===== config.mk =====
export PLATFORM = sky130hd
export DESIGN_NAME = urto_top
export DESIGN_NICKNAME = d
export VERILOG_FILES = /design/src/urto_pkg.sv /design/src/urto_top.sv /design/src/urto_sync.sv /design/src/urto_fifo.sv
export VERILOG_INCLUDE_DIRS = /design/src
export SDC_FILE = /design/constraint.sdc
export NUM_CORES = 1
export LEC_CHECK = 0
export ABC_AREA = 1
export BUFFER_PORTS_ARGS = -buffer_cell sky130_fd_sc_hd__buf_4
export CORE_UTILIZATION = 45
export DETAILED_ROUTE_END_ITERATION = 6
export PLACE_DENSITY = 0.62
export REMOVE_ABC_BUFFERS = 1
export SLEW_MARGIN = 5
export SYNTH_ARGS = -nofsm -noshare
export SYNTH_HDL_FRONTEND = slang
export SYNTH_SLANG_ARGS = --single-unit
export TNS_END_PERCENT = 100

===== constraint.sdc =====
create_clock -name aclk -period 4.3 [get_ports aclk]
set_clock_uncertainty 0.1 [all_clocks]
set_input_delay 0.86 -clock aclk [delete_from_list [all_inputs] [get_ports aclk]]
set_output_delay 0.86 -clock aclk [all_outputs]
set_load 0.02 [all_outputs]

===== src/urto_consts.svh =====
// Register offsets, field positions, reset values and counts of the receive-timeout block
`ifndef URTO_CONSTS_SVH
`define URTO_CONSTS_SVH

`define URTO_OFF_RX_HOLD      8'h00
`define URTO_OFF_INT_IDENT    8'h04
`define URTO_OFF_LINE_STATUS  8'h08
`define URTO_OFF_MODEM_STATUS 8'h0C
`define URTO_OFF_EXT_FEAT_TWO 8'h10
`define URTO_OFF_TO_LOW       8'h14
`define URTO_OFF_TO_HIGH      8'h18

`define URTO_EXTENDED_FEATURE_REG_TWO_PERIODIC_BIT 6
`define URTO_LSR_DATA_READY_BIT 0
`define URTO_LSR_OVERRUN_BIT    1

`define URTO_EXTENDED_FEATURE_REG_TWO_RST    8'h00
`define URTO_TO_LOW_RST  8'h28
`define URTO_TO_HIGH_RST 8'h00

`define URTO_IIR_TIMEOUT 32'h0000000C
`define URTO_IIR_NONE    32'h00000001

`define URTO_RESP_OKAY   2'h0
`define URTO_RESP_SLVERR 2'h2

`define URTO_BAUD_DIV_DEF 16'h087A
`define URTO_FIFO_DEPTH   16

`endif


===== src/urto_pkg.sv =====
// Types of the receive-timeout block
package urto_pkg;

  typedef enum logic [3:0] {
    URTO_RX_IDLE  = 4'h1,
    URTO_RX_START = 4'h2,
    URTO_RX_DATA  = 4'h4,
    URTO_RX_STOP  = 4'h8
  } urto_rx_state_t;

  typedef struct packed {
    logic           aw_full;
    logic [7:0]     aw_addr;
    logic           w_full;
    logic [7:0]     w_data;
    logic           w_en;
    logic           awready;
    logic           wready;
    logic           bvalid;
    logic [1:0]     bresp;
    logic           arready;
    logic           rd_busy;
    logic [7:0]     rd_addr;
    logic           rvalid;
    logic [1:0]     rresp;
    logic [31:0]    rdata;
    logic [7:0]     extended_feature_reg_two;
    logic [7:0]     to_low;
    logic [7:0]     to_high;
    logic           overrun;
    logic           pending;
    logic [15:0]    tick_cnt;
    logic [15:0]    to_cnt;
    urto_rx_state_t rx_state;
    logic [15:0]    rx_cnt;
    logic [2:0]     rx_bit;
    logic [7:0]     rx_shift;
  } urto_state_t;

endpackage


===== src/urto_top.sv =====
// Serial receiver with programmable receive-timeout interrupt behind AXI4-Lite
//
// Overview of operation
// RULE1: While unread characters stay in the receive FIFO, the timeout fires again after a clear.
// RULE2: Software sets the timeout length through a high and a low count register.
// RULE3: Writing 1 to bit 6 of extended_feature_reg_two selects periodic timeout mode.
// RULE4: Reading interrupt_ident_reg clears a pending timeout interrupt.
// RULE5: Reads of rx_holding_reg, modem_status_reg and line_status_reg leave timeout state alone.
// RULE6: Writing 0 to bit 6 of extended_feature_reg_two returns to the default timeout mode.
// RULE7: In periodic mode every expiry of the counter raises the interrupt again.
// RULE8: In default mode each character restarts the counter; expiry with data pending fires. A character dropped on a full FIFO does not restart it.
`timescale 1ns/100ps
`include "urto_consts.svh"
module urto_top #(
  parameter logic [15:0] BAUD_DIV   = `URTO_BAUD_DIV_DEF,
  parameter int          FIFO_DEPTH = `URTO_FIFO_DEPTH
) (
  input  wire logic        aclk,
  input  wire logic        aresetn,
  input  wire logic [7:0]  s_axi_awaddr,
  input  wire logic        s_axi_awvalid,
  output logic             s_axi_awready,
  input  wire logic [31:0] s_axi_wdata,
  input  wire logic [3:0]  s_axi_wstrb,
  input  wire logic        s_axi_wvalid,
  output logic             s_axi_wready,
  output logic [1:0]       s_axi_bresp,
  output logic             s_axi_bvalid,
  input  wire logic        s_axi_bready,
  input  wire logic [7:0]  s_axi_araddr,
  input  wire logic        s_axi_arvalid,
  output logic             s_axi_arready,
  output logic [31:0]      s_axi_rdata,
  output logic [1:0]       s_axi_rresp,
  output logic             s_axi_rvalid,
  input  wire logic        s_axi_rready,
  input  wire logic        rx_in,
  output logic             irq_timeout
);
  urto_pkg::urto_state_t st_reg;
  urto_pkg::urto_state_t st_next;

  logic        rx_s;
  logic        fifo_wr;
  logic        fifo_rd;
  logic [7:0]  fifo_rdata;
  logic        fifo_empty;
  logic        fifo_full;
  logic        iir_clr;
  logic        restart;
  logic        overrun_set;
  logic        tick;
  logic        armed;
  logic        expire;
  logic        periodic;
  logic [15:0] limit;

  urto_sync #(
    .RST_VAL (1'b1)
  ) u_rx_sync (
    .aclk    (aclk),
    .aresetn (aresetn),
    .din     (rx_in),
    .dout    (rx_s)
  );

  urto_fifo #(
    .W     (8),
    .DEPTH (FIFO_DEPTH)
  ) u_rx_fifo (
    .aclk    (aclk),
    .aresetn (aresetn),
    .wr_en   (fifo_wr),
    .wr_data (st_reg.rx_shift),
    .rd_en   (fifo_rd),
    .rd_data (fifo_rdata),
    .empty   (fifo_empty),
    .full    (fifo_full)
  );

  assign periodic = st_reg.extended_feature_reg_two[`URTO_EXTENDED_FEATURE_REG_TWO_PERIODIC_BIT];
  assign limit    = {st_reg.to_high, st_reg.to_low};
  assign tick     = (st_reg.tick_cnt == BAUD_DIV - 16'h0001);
  // Default mode only counts while data waits; periodic mode runs free
  assign armed    = periodic || !fifo_empty;
  // A zero count disables the timeout instead of firing every tick
  assign expire   = armed && tick && (limit != 16'h0000)
                    && (st_reg.to_cnt + 16'h0001 == limit); // [RULE7] [RULE8]

  always_comb begin
    st_next     = st_reg;
    fifo_wr     = 1'b0;
    fifo_rd     = 1'b0;
    iir_clr     = 1'b0;
    restart     = 1'b0;
    overrun_set = 1'b0;

    // Write channel: address and data taken in either order
    if (s_axi_awvalid && st_reg.awready) begin
      st_next.aw_full = 1'b1;
      st_next.aw_addr = s_axi_awaddr;
    end
    if (s_axi_wvalid && st_reg.wready) begin
      st_next.w_full = 1'b1;
      st_next.w_data = s_axi_wdata[7:0];
      st_next.w_en   = s_axi_wstrb[0];
    end
    if (st_reg.bvalid && s_axi_bready) begin
      st_next.bvalid = 1'b0;
    end
    if (st_reg.aw_full && st_reg.w_full && !st_reg.bvalid) begin
      st_next.aw_full = 1'b0;
      st_next.w_full  = 1'b0;
      st_next.bvalid  = 1'b1;
      st_next.bresp   = `URTO_RESP_OKAY;
      case (st_reg.aw_addr)
        `URTO_OFF_RX_HOLD, `URTO_OFF_INT_IDENT, `URTO_OFF_LINE_STATUS,
        `URTO_OFF_MODEM_STATUS: begin
        end
        `URTO_OFF_EXT_FEAT_TWO: begin
          if (st_reg.w_en) begin
            st_next.extended_feature_reg_two = st_reg.w_data; // [RULE3] [RULE6]
            restart      = 1'b1;
          end
        end
        `URTO_OFF_TO_LOW: begin
          if (st_reg.w_en) begin
            st_next.to_low = st_reg.w_data; // [RULE2]
            restart        = 1'b1;
          end
        end
        `URTO_OFF_TO_HIGH: begin
          if (st_reg.w_en) begin
            st_next.to_high = st_reg.w_data; // [RULE2]
            restart         = 1'b1;
          end
        end
        default: begin
          st_next.bresp = `URTO_RESP_SLVERR;
        end
      endcase
    end

    // Read channel: value captured at the address edge so the ident read
    // returns the state from before its own clear
    if (st_reg.rvalid && s_axi_rready) begin
      st_next.rvalid = 1'b0;
    end
    if (s_axi_arvalid && st_reg.arready) begin
      st_next.rd_busy = 1'b1;
      st_next.rd_addr = s_axi_araddr;
      st_next.rresp   = `URTO_RESP_OKAY;
      st_next.rdata   = 32'h00000000;
      case (s_axi_araddr)
        `URTO_OFF_RX_HOLD: begin
          fifo_rd = !fifo_empty; // [RULE5]
        end
        `URTO_OFF_INT_IDENT: begin
          st_next.rdata = st_reg.pending ? `URTO_IIR_TIMEOUT : `URTO_IIR_NONE;
          iir_clr       = 1'b1; // [RULE4]
        end
        `URTO_OFF_LINE_STATUS: begin
          st_next.rdata[`URTO_LSR_DATA_READY_BIT] = !fifo_empty;
          st_next.rdata[`URTO_LSR_OVERRUN_BIT]    = st_reg.overrun;
          st_next.overrun                         = 1'b0;
        end
        `URTO_OFF_MODEM_STATUS: begin
        end
        `URTO_OFF_EXT_FEAT_TWO: begin
          st_next.rdata[7:0] = st_reg.extended_feature_reg_two;
        end
        `URTO_OFF_TO_LOW: begin
          st_next.rdata[7:0] = st_reg.to_low;
        end
        `URTO_OFF_TO_HIGH: begin
          st_next.rdata[7:0] = st_reg.to_high;
        end
        default: begin
          st_next.rresp = `URTO_RESP_SLVERR;
        end
      endcase
    end
    if (st_reg.rd_busy) begin
      st_next.rd_busy = 1'b0;
      st_next.rvalid  = 1'b1;
      if (st_reg.rd_addr == `URTO_OFF_RX_HOLD) begin
        st_next.rdata = {24'h000000, fifo_rdata};
      end
    end

    // Receiver: mid-bit sampling, 8 data bits, one stop bit
    unique case (st_reg.rx_state)
      urto_pkg::URTO_RX_IDLE: begin
        if (!rx_s) begin
          st_next.rx_state = urto_pkg::URTO_RX_START;
          st_next.rx_cnt   = 16'h0000;
        end
      end
      urto_pkg::URTO_RX_START: begin
        if (st_reg.rx_cnt == (BAUD_DIV >> 1)) begin
          st_next.rx_cnt   = 16'h0000;
          st_next.rx_bit   = 3'h0;
          st_next.rx_state = rx_s ? urto_pkg::URTO_RX_IDLE : urto_pkg::URTO_RX_DATA;
        end else begin
          st_next.rx_cnt = st_reg.rx_cnt + 16'h0001;
        end
      end
      urto_pkg::URTO_RX_DATA: begin
        if (st_reg.rx_cnt == BAUD_DIV - 16'h0001) begin
          st_next.rx_cnt   = 16'h0000;
          st_next.rx_shift = {rx_s, st_reg.rx_shift[7:1]};
          st_next.rx_bit   = st_reg.rx_bit + 3'h1;
          if (st_reg.rx_bit == 3'h7) begin
            st_next.rx_state = urto_pkg::URTO_RX_STOP;
          end
        end else begin
          st_next.rx_cnt = st_reg.rx_cnt + 16'h0001;
        end
      end
      urto_pkg::URTO_RX_STOP: begin
        if (st_reg.rx_cnt == BAUD_DIV - 16'h0001) begin
          st_next.rx_state = urto_pkg::URTO_RX_IDLE;
          // A bad stop bit drops the character silently
          if (rx_s) begin
            overrun_set = fifo_full;
            fifo_wr     = !fifo_full;
            restart     = !fifo_full && !periodic; // [RULE8]
          end
        end else begin
          st_next.rx_cnt = st_reg.rx_cnt + 16'h0001;
        end
      end
    endcase

    // Timeout counter in bit times
    st_next.tick_cnt = tick ? 16'h0000 : st_reg.tick_cnt + 16'h0001;
    if (restart || iir_clr || expire || !armed) begin
      st_next.to_cnt = 16'h0000; // [RULE1] [RULE7]
    end else if (tick) begin
      st_next.to_cnt = st_reg.to_cnt + 16'h0001;
    end
    // Only the ident read and expiry touch the flag; set wins the tie
    st_next.pending = (st_reg.pending && !iir_clr) || expire; // [RULE1] [RULE4] [RULE5]
    st_next.overrun = st_next.overrun || overrun_set;

    st_next.awready = !st_next.aw_full;
    st_next.wready  = !st_next.w_full;
    st_next.arready = !st_next.rd_busy && !st_next.rvalid;
  end

  always_ff @(posedge aclk) begin
    if (!aresetn) begin
      st_reg          <= '0;
      st_reg.rx_state <= urto_pkg::URTO_RX_IDLE;
      st_reg.extended_feature_reg_two     <= `URTO_EXTENDED_FEATURE_REG_TWO_RST;
      st_reg.to_low   <= `URTO_TO_LOW_RST;
      st_reg.to_high  <= `URTO_TO_HIGH_RST;
    end else begin
      st_reg <= st_next;
    end
  end

  assign s_axi_awready = st_reg.awready;
  assign s_axi_wready  = st_reg.wready;
  assign s_axi_bresp   = st_reg.bresp;
  assign s_axi_bvalid  = st_reg.bvalid;
  assign s_axi_arready = st_reg.arready;
  assign s_axi_rdata   = st_reg.rdata;
  assign s_axi_rresp   = st_reg.rresp;
  assign s_axi_rvalid  = st_reg.rvalid;
  assign irq_timeout   = st_reg.pending;

  logic ar_take;
  logic wr_exec;
  assign ar_take = s_axi_arvalid && st_reg.arready;
  assign wr_exec = st_reg.aw_full && st_reg.w_full && !st_reg.bvalid && st_reg.w_en;
endmodule


===== src/urto_sync.sv =====
// Two-stage synchroniser for a pin input
`timescale 1ns/100ps
module urto_sync #(
  parameter logic RST_VAL = 1'b1
) (
  input  wire logic aclk,
  input  wire logic aresetn,
  input  wire logic din,
  output logic      dout
);
  typedef struct packed {
    logic meta;
    logic stable;
  } urto_sync_t;

  urto_sync_t st_reg;
  urto_sync_t st_next;

  always_comb begin
    st_next = '{meta: din, stable: st_reg.meta};
  end

  always_ff @(posedge aclk) begin
    if (!aresetn) begin
      st_reg <= '{meta: RST_VAL, stable: RST_VAL};
    end else begin
      st_reg <= st_next;
    end
  end

  assign dout = st_reg.stable;
endmodule


===== src/urto_fifo.sv =====
// Receive FIFO with registered read data
`timescale 1ns/100ps
`include "urto_consts.svh"
module urto_fifo #(
  parameter int W     = 8,
  parameter int DEPTH = `URTO_FIFO_DEPTH
) (
  input  wire logic         aclk,
  input  wire logic         aresetn,
  input  wire logic         wr_en,
  input  wire logic [W-1:0] wr_data,
  input  wire logic         rd_en,
  output logic [W-1:0]      rd_data,
  output logic              empty,
  output logic              full
);
  // Depth must be a power of two so the pointers wrap by themselves
  localparam int AW = $clog2(DEPTH);

  typedef struct packed {
    logic [DEPTH-1:0][W-1:0] mem;
    logic [AW-1:0]           wr_ptr;
    logic [AW-1:0]           rd_ptr;
    logic [AW:0]             count;
    logic [W-1:0]            rd_data;
  } urto_fifo_t;

  urto_fifo_t st_reg;
  urto_fifo_t st_next;
  logic       do_wr;
  logic       do_rd;

  always_comb begin
    st_next = st_reg;
    do_wr   = wr_en && (st_reg.count != (AW+1)'(DEPTH));
    do_rd   = rd_en && (st_reg.count != '0);
    if (do_wr) begin
      st_next.mem[st_reg.wr_ptr] = wr_data;
      st_next.wr_ptr             = st_reg.wr_ptr + AW'(1);
    end
    if (do_rd) begin
      st_next.rd_data = st_reg.mem[st_reg.rd_ptr];
      st_next.rd_ptr  = st_reg.rd_ptr + AW'(1);
    end
    if (do_wr && !do_rd) begin
      st_next.count = st_reg.count + (AW+1)'(1);
    end else if (do_rd && !do_wr) begin
      st_next.count = st_reg.count - (AW+1)'(1);
    end
  end

  always_ff @(posedge aclk) begin
    if (!aresetn) begin
      st_reg <= '0;
    end else begin
      st_reg <= st_next;
    end
  end

  assign rd_data = st_reg.rd_data;
  assign empty   = (st_reg.count == '0);
  assign full    = (st_reg.count == (AW+1)'(DEPTH));
endmodule


==> results.json, run 1 <==
{
  "tightest_slew_ns": 1.15,
  "cts_hold_buf": 0,
  "nFillCells": 3023,
  "crit_required_ns": 4.59,
  "synth_seq_cells": 307,
  "drtIter0Drc": 1111,
  "holdPathStages": 1,
  "final_common_cell": "nand2_1",
  "slew_headroom_pct": 23.3,
  "period_share_pct": 76.2,
  "synth_cells": 1994,
  "drcViolationCount": 0,
  "ff_latch_area_um2": 6150,
  "drive_above_1_share_pct": 8.23,
  "setup_tns_ns": 0,
  "core-area_um2": 30900,
  "fmax_ghz": 0.305,
  "ctsHtreeMaxLevel": 2,
  "port_buffers": 72,
  "hold_violations": 0,
  "ys_seq_area_share_pct": 43.0,
  "syn_area_um2": 14300,
  "synthArstFlopShare_pct": 0,
  "powerDensity_nw_per_um2": 398,
  "rows": 64,
  "grt_max_degree": 145,
  "wirelength_um": 37600,
  "die_h_um": 180,
  "die_width_um": 180,
  "clkSinkCount": 307,
  "setup_viol": 0,
  "synth_cell_types": 47,
  "start_kind": "flip-flop",
  "vias_per_cell": 5.45,
  "insertion_delay_ns": 0.51,
  "clkSlewWorstSetupHoldPaths_ns": 0.05,
  "start_util_pct": 46.3,
  "track_usage_pct": 22.8,
  "finalMaxSlewViolations": 0,
  "fin_area_um2": 15900,
  "cts_root_buf": "clkbuf_16",
  "multi_input_area_um2": 6860,
  "endpoint_kind": "flip-flop",
  "p_leak_nw": 5.88,
  "pin_count": 102,
  "r2r_cells": 17,
  "fin_crit_ns": 3.28,
  "critPathArrivalTime_ns": 3.57,
  "routabilityCongestion": 0.905,
  "grt_first_pass_wirelength_um": 61100,
  "postCtsSetupRepairBufs": 0,
  "grt_pass1_vias": 11800,
  "cts-resized-gates": 0,
  "maxCapViolCount": 0,
  "num_antenna_cells": 0,
  "dr.pass1.iters": 5,
  "hold_path_class": "flip-flop to flip-flop",
  "largest_reg_flops": 141,
  "yosysWarningCount": 0,
  "final_cell_mix": "369 x nand2_1, 305 x dfxtp_1, 273 x nor2_1",
  "num-nets-final": 2058,
  "status": "finished, final reports clean",
  "rsz0062_at_grt": "false",
  "vias": 13100,
  "antenna_found_initial": 0,
  "postSynthAreaPerCell_um2": 7.17,
  "wl_per_cell_um": 15.7,
  "worstPathMaxFanout": 6,
  "cts_buffers": 36,
  "path_class": "flip-flop to flip-flop",
  "grt-ovfl-total": 0,
  "post_dp_cell_area_um2": 14800,
  "vdd_drop_max_mv": 0.217,
  "hpwl_um": 24400,
  "synth_flop_cell": "dfxtp_1",
  "area_growth_pct": 11.5,
  "final_antenna_net_count": 0,
  "fp.dieArea_um2": 32500,
  "cts_tree": "built",
  "synth_edf_count": 0,
  "clockBufferDepth": 3
}
## cell usage after synthesis (all sizes together) (22+ instances only)
cell type / n / area share (%)
nor3: 22 / 0.85
a21oi: 193 / 6.8
inv: 154 / 4.0
mux2i: 23 / 1.6
dfxtp: 307 / 43
nor2: 285 / 7.8
o221ai: 26 / 1.6
o21ai: 122 / 4.3
nand2: 371 / 9.8
clkbuf: 73 / 1.9
nand3: 207 / 7.2
buf: 63 / 2.9
## final timing paths
| check | end | start | slack, ns |
|---|---|---|---|
| setup / recovery | u_rx_fifo.st_reg[12]$_SDFFE_PN0P_ | st_reg[11]$_SDFFE_PN0P_ | 1.02 |
| hold / removal | u_rx_sync.dout$_SDFF_PN1_ | u_rx_sync.st_next[0]$_SDFF_PN1_ | 0.31 |
| setup reg to reg | u_rx_fifo.st_reg[12]$_SDFFE_PN0P_ | st_reg[11]$_SDFFE_PN0P_ | 1.02 |
| hold reg to reg | u_rx_sync.dout$_SDFF_PN1_ | u_rx_sync.st_next[0]$_SDFF_PN1_ | 0.31 |
## worst max-delay path, cell delays in order (launching register included)
cell and delay [ns]:
dfxtp_1 0.43, ha_1 0.25, nand2_1 0.09, nor2_1 0.10, nand2_1 0.09, inv_1 0.12
nand3_1 0.17, nor2_1 0.35, ha_1 0.27, inv_1 0.11, ha_1 0.34, a21o_1 0.18
a31oi_1 0.18, nor2_1 0.06, nor2_1 0.08, nand2_1 0.07, o21ai_0 0.14, a21oi_1 0.05
## layer usage
layer	vias to the layer above	global-route usage [%]	routed length (µm)
met5	-	0	0
met1	6074	32.1	17700
li1	6597	-	-
met2	364	36.2	16900
met3	55	3.25	2200
met4	0	6.39	757
## final cells by class
type                    instances  area share, %
well taps                     396           3.11
clock buffers                  52           6.79
multi-input cells            1393           43.0
repair buffers                 84           4.11
flip-flops and latches        307           38.6
clock inverters                 9          0.620
inverters                     159           3.76
## kinds of logic after synthesis
group,share of synthesized area [%]
buf+inv,9.04
xor+xnor,1.10
mux,1.61
simple gates,27.6
fa+ha+maj,1.54
compound gates,16.1
other cells,0.0262
flops,43.0
## report_power, final
part,internal [mW],switching (mW)
clock,1.86,1.17
sequential,2.90,0.0364
combinational,0.113,0.276
## stage by stage
step / hold WS [ns] / setup WS [ns] / util [%] / std cells / total power [mW]
floorplan: 0.293 / -0.314 / - / 1859 / 3.24
global placement: 0.296 / 0.872 / 47.8 / 2339 / 3.38
detailed placement: 0.302 / 0.848 / 47.8 / 2339 / 3.38
CTS: 0.314 / 1.06 / 51.6 / 2400 / 6.41
global route: 0.327 / 0.602 / 51.6 / 2400 / 6.59
finish: 0.312 / 1.02 / 51.6 / 2400 / 6.35
Power figures use the tool's default switching activity.
==> run 2: changes to the inputs <==
Clock period 4.3 ns to 3.34 ns, I/O delays scaled along.
==> results.json, run 2 (same netlist as run 1, synthesis figures left out) <==
{
  "cts_tree": "built",
  "final_cell_mix": "369 x nand2_1, 305 x dfxtp_1, 273 x nor2_1",
  "grt_first_pass_wirelength_um": 62100,
  "clkSlewWorstSetupHoldPaths_ns": 0.06,
  "finalMaxSlewViolations": 0,
  "rows": 64,
  "worstPathMaxFanout": 6,
  "pin_count": 102,
  "area_growth_pct": 14.0,
  "grt_pass1_vias": 12100,
  "fmax_ghz": 0.332,
  "hpwl_um": 25200,
  "r2r-end": "u_rx_fifo.st_reg[12]$_SDFFE_PN0P_",
  "crit_path_end": "u_rx_fifo.st_reg[12]$_SDFFE_PN0P_",
  "status": "finished, final reports clean",
  "p_leak_nw": 6.09,
  "hold_violations": 0,
  "crit_required_ns": 3.64,
  "setup_viol": 0,
  "slew_headroom_pct": 31.2,
  "fp.dieArea_um2": 32500,
  "crit_start": "st_reg[11]$_SDFFE_PN0P_",
  "fin_crit_ns": 3.01,
  "path_class": "flip-flop to flip-flop",
  "port_buffers": 72,
  "ctsHtreeMaxLevel": 2,
  "antenna_found_initial": 1,
  "multi_input_area_um2": 6870,
  "track_usage_pct": 23.1,
  "vias_per_cell": 5.37,
  "num-nets-final": 2091,
  "post_dp_cell_area_um2": 15000,
  "start_util_pct": 46.3,
  "drcViolationCount": 0,
  "r2r_cells": 17,
  "maxCapViolCount": 0,
  "ff2ff_setup_slack_ns": 0.33,
  "final_common_cell": "nand2_1",
  "wirelength_um": 37800,
  "ff_latch_area_um2": 6150,
  "grt-ovfl-total": 0,
  "hold_path_class": "input port to flip-flop",
  "period_share_pct": 90.2,
  "start_kind": "flip-flop",
  "tightest_slew_ns": 1.03,
  "clockBufferDepth": 3,
  "wl_per_cell_um": 15.6,
  "grt_max_degree": 95,
  "final_antenna_net_count": 0,
  "critPathArrivalTime_ns": 3.31,
  "routabilityCongestion": 0.899,
  "cts_hold_buf": 0,
  "drive_above_1_share_pct": 9.72,
  "die_width_um": 180,
  "fin_area_um2": 16300,
  "insertion_delay_ns": 0.51,
  "final_util_pct": 52.7,
  "timing.rr.start": "st_reg[11]$_SDFFE_PN0P_",
  "endpoint_kind": "flip-flop",
  "clkSinkCount": 307,
  "core-area_um2": 30900,
  "largest_reg_flops": 141,
  "rsz0062_at_grt": "false",
  "dr.pass1.iters": 5,
  "cts_buffers": 36,
  "drtIter0Drc": 1153,
  "die_h_um": 180,
  "powerDensity_nw_per_um2": 515,
  "cts_root_buf": "clkbuf_16",
  "vias": 13100,
  "nFillCells": 3030,
  "vdd_drop_max_mv": 0.328
}
==> run 2: changes by cell type in the layout (fill, tap and decap cells not counted), moves of 3 or more <==
cell	before	now
buf_4	82	112
clkinv_2	6	3
bufinv_16	2	5
buf_12	2	5
==> run 2: layout make-up <==
| type | count | share of cell area [%] |
|---|---|---|
| Antenna cell | 1 | 0.0154 |
| Clock buffer | 52 | 6.58 |
| Clock inverter | 9 | 1.06 |
| Inverter | 159 | 3.68 |
| Multi-Input combinational cell | 1393 | 42.1 |
| Sequential cell | 307 | 37.7 |
| Tap cell | 396 | 3.04 |
| Timing Repair Buffer | 117 | 5.77 |
==> run 2: routing by layer <==
| layer | up-vias | global-route usage [%] | part of all wire [%] |
|---|---|---|---|
| met3 | 59 | 3.21 | 5.5 |
| met4 | 0 | 6.63 | 2.4 |
| li1 | 6658 | - | - |
| met5 | - | 0 | 0 |
| met2 | 339 | 36.6 | 44 |
| met1 | 6021 | 32.7 | 48 |
==> run 2: metrics by stage <==
step	instances	setup TNS [ns]	power [mW]	worst slack [ns]	hold WS (ns)
after floorplan	1859	-185.60	4.17	-1.12	0.293
after global placement	2372	0	4.37	0.146	0.300
after detailed placement	2372	0	4.37	0.121	0.311
after CTS	2433	0	8.48	0.345	0.237
after global routing	2434	0	8.73	0.0476	0.238
final	2434	0	8.40	0.327	0.247
==> run 2: worst min path at each step <==
stage | start | end | slack [ns] | cells after the start
finish | rx_in | u_rx_sync.st_next[0]$_SDFF_PN1_ | 0.25 | 2
global route | rx_in | u_rx_sync.st_next[0]$_SDFF_PN1_ | 0.24 | 2
CTS | rx_in | u_rx_sync.st_next[0]$_SDFF_PN1_ | 0.24 | 2
detailed placement | u_rx_sync.st_next[0]$_SDFF_PN1_ | u_rx_sync.dout$_SDFF_PN1_ | 0.31 | 1
global placement | u_rx_sync.st_next[0]$_SDFF_PN1_ | u_rx_sync.dout$_SDFF_PN1_ | 0.30 | 1
floorplan | u_rx_sync.st_next[0]$_SDFF_PN1_ | u_rx_sync.dout$_SDFF_PN1_ | 0.29 | 1
==> run 2: timing repair <==
item | 4_1_cts | 5_1_grt
setup endpoints to repair | 0 | 1
resized for setup | 0 | 1
setup buffers | 0 | 0
==> run 2: where the power goes <==
part / switching, mW / leakage [nW] / internal [mW]
clock: 1.50 / 0.610 / 2.60
sequential: 0.0460 / 2.48 / 3.73
combinational: 0.359 / 3.00 / 0.161
total: 1.90 / 6.09 / 6.49
==> run 2: critical path, cell delays in order, from the launching register on <==
cell and delay [ns]:
dfxtp_1 0.42, ha_1 0.24, nand2_1 0.09, nor2_1 0.11, nand2_1 0.08, inv_1 0.11, nand3_1 0.16, nor2_1 0.20
ha_1 0.20, inv_1 0.08, buf_4 0.14, fa_1 0.41, a31oi_2 0.17, nor2_1 0.06, nor2_1 0.08, nand2_1 0.06
o21ai_0 0.14, a21oi_1 0.06
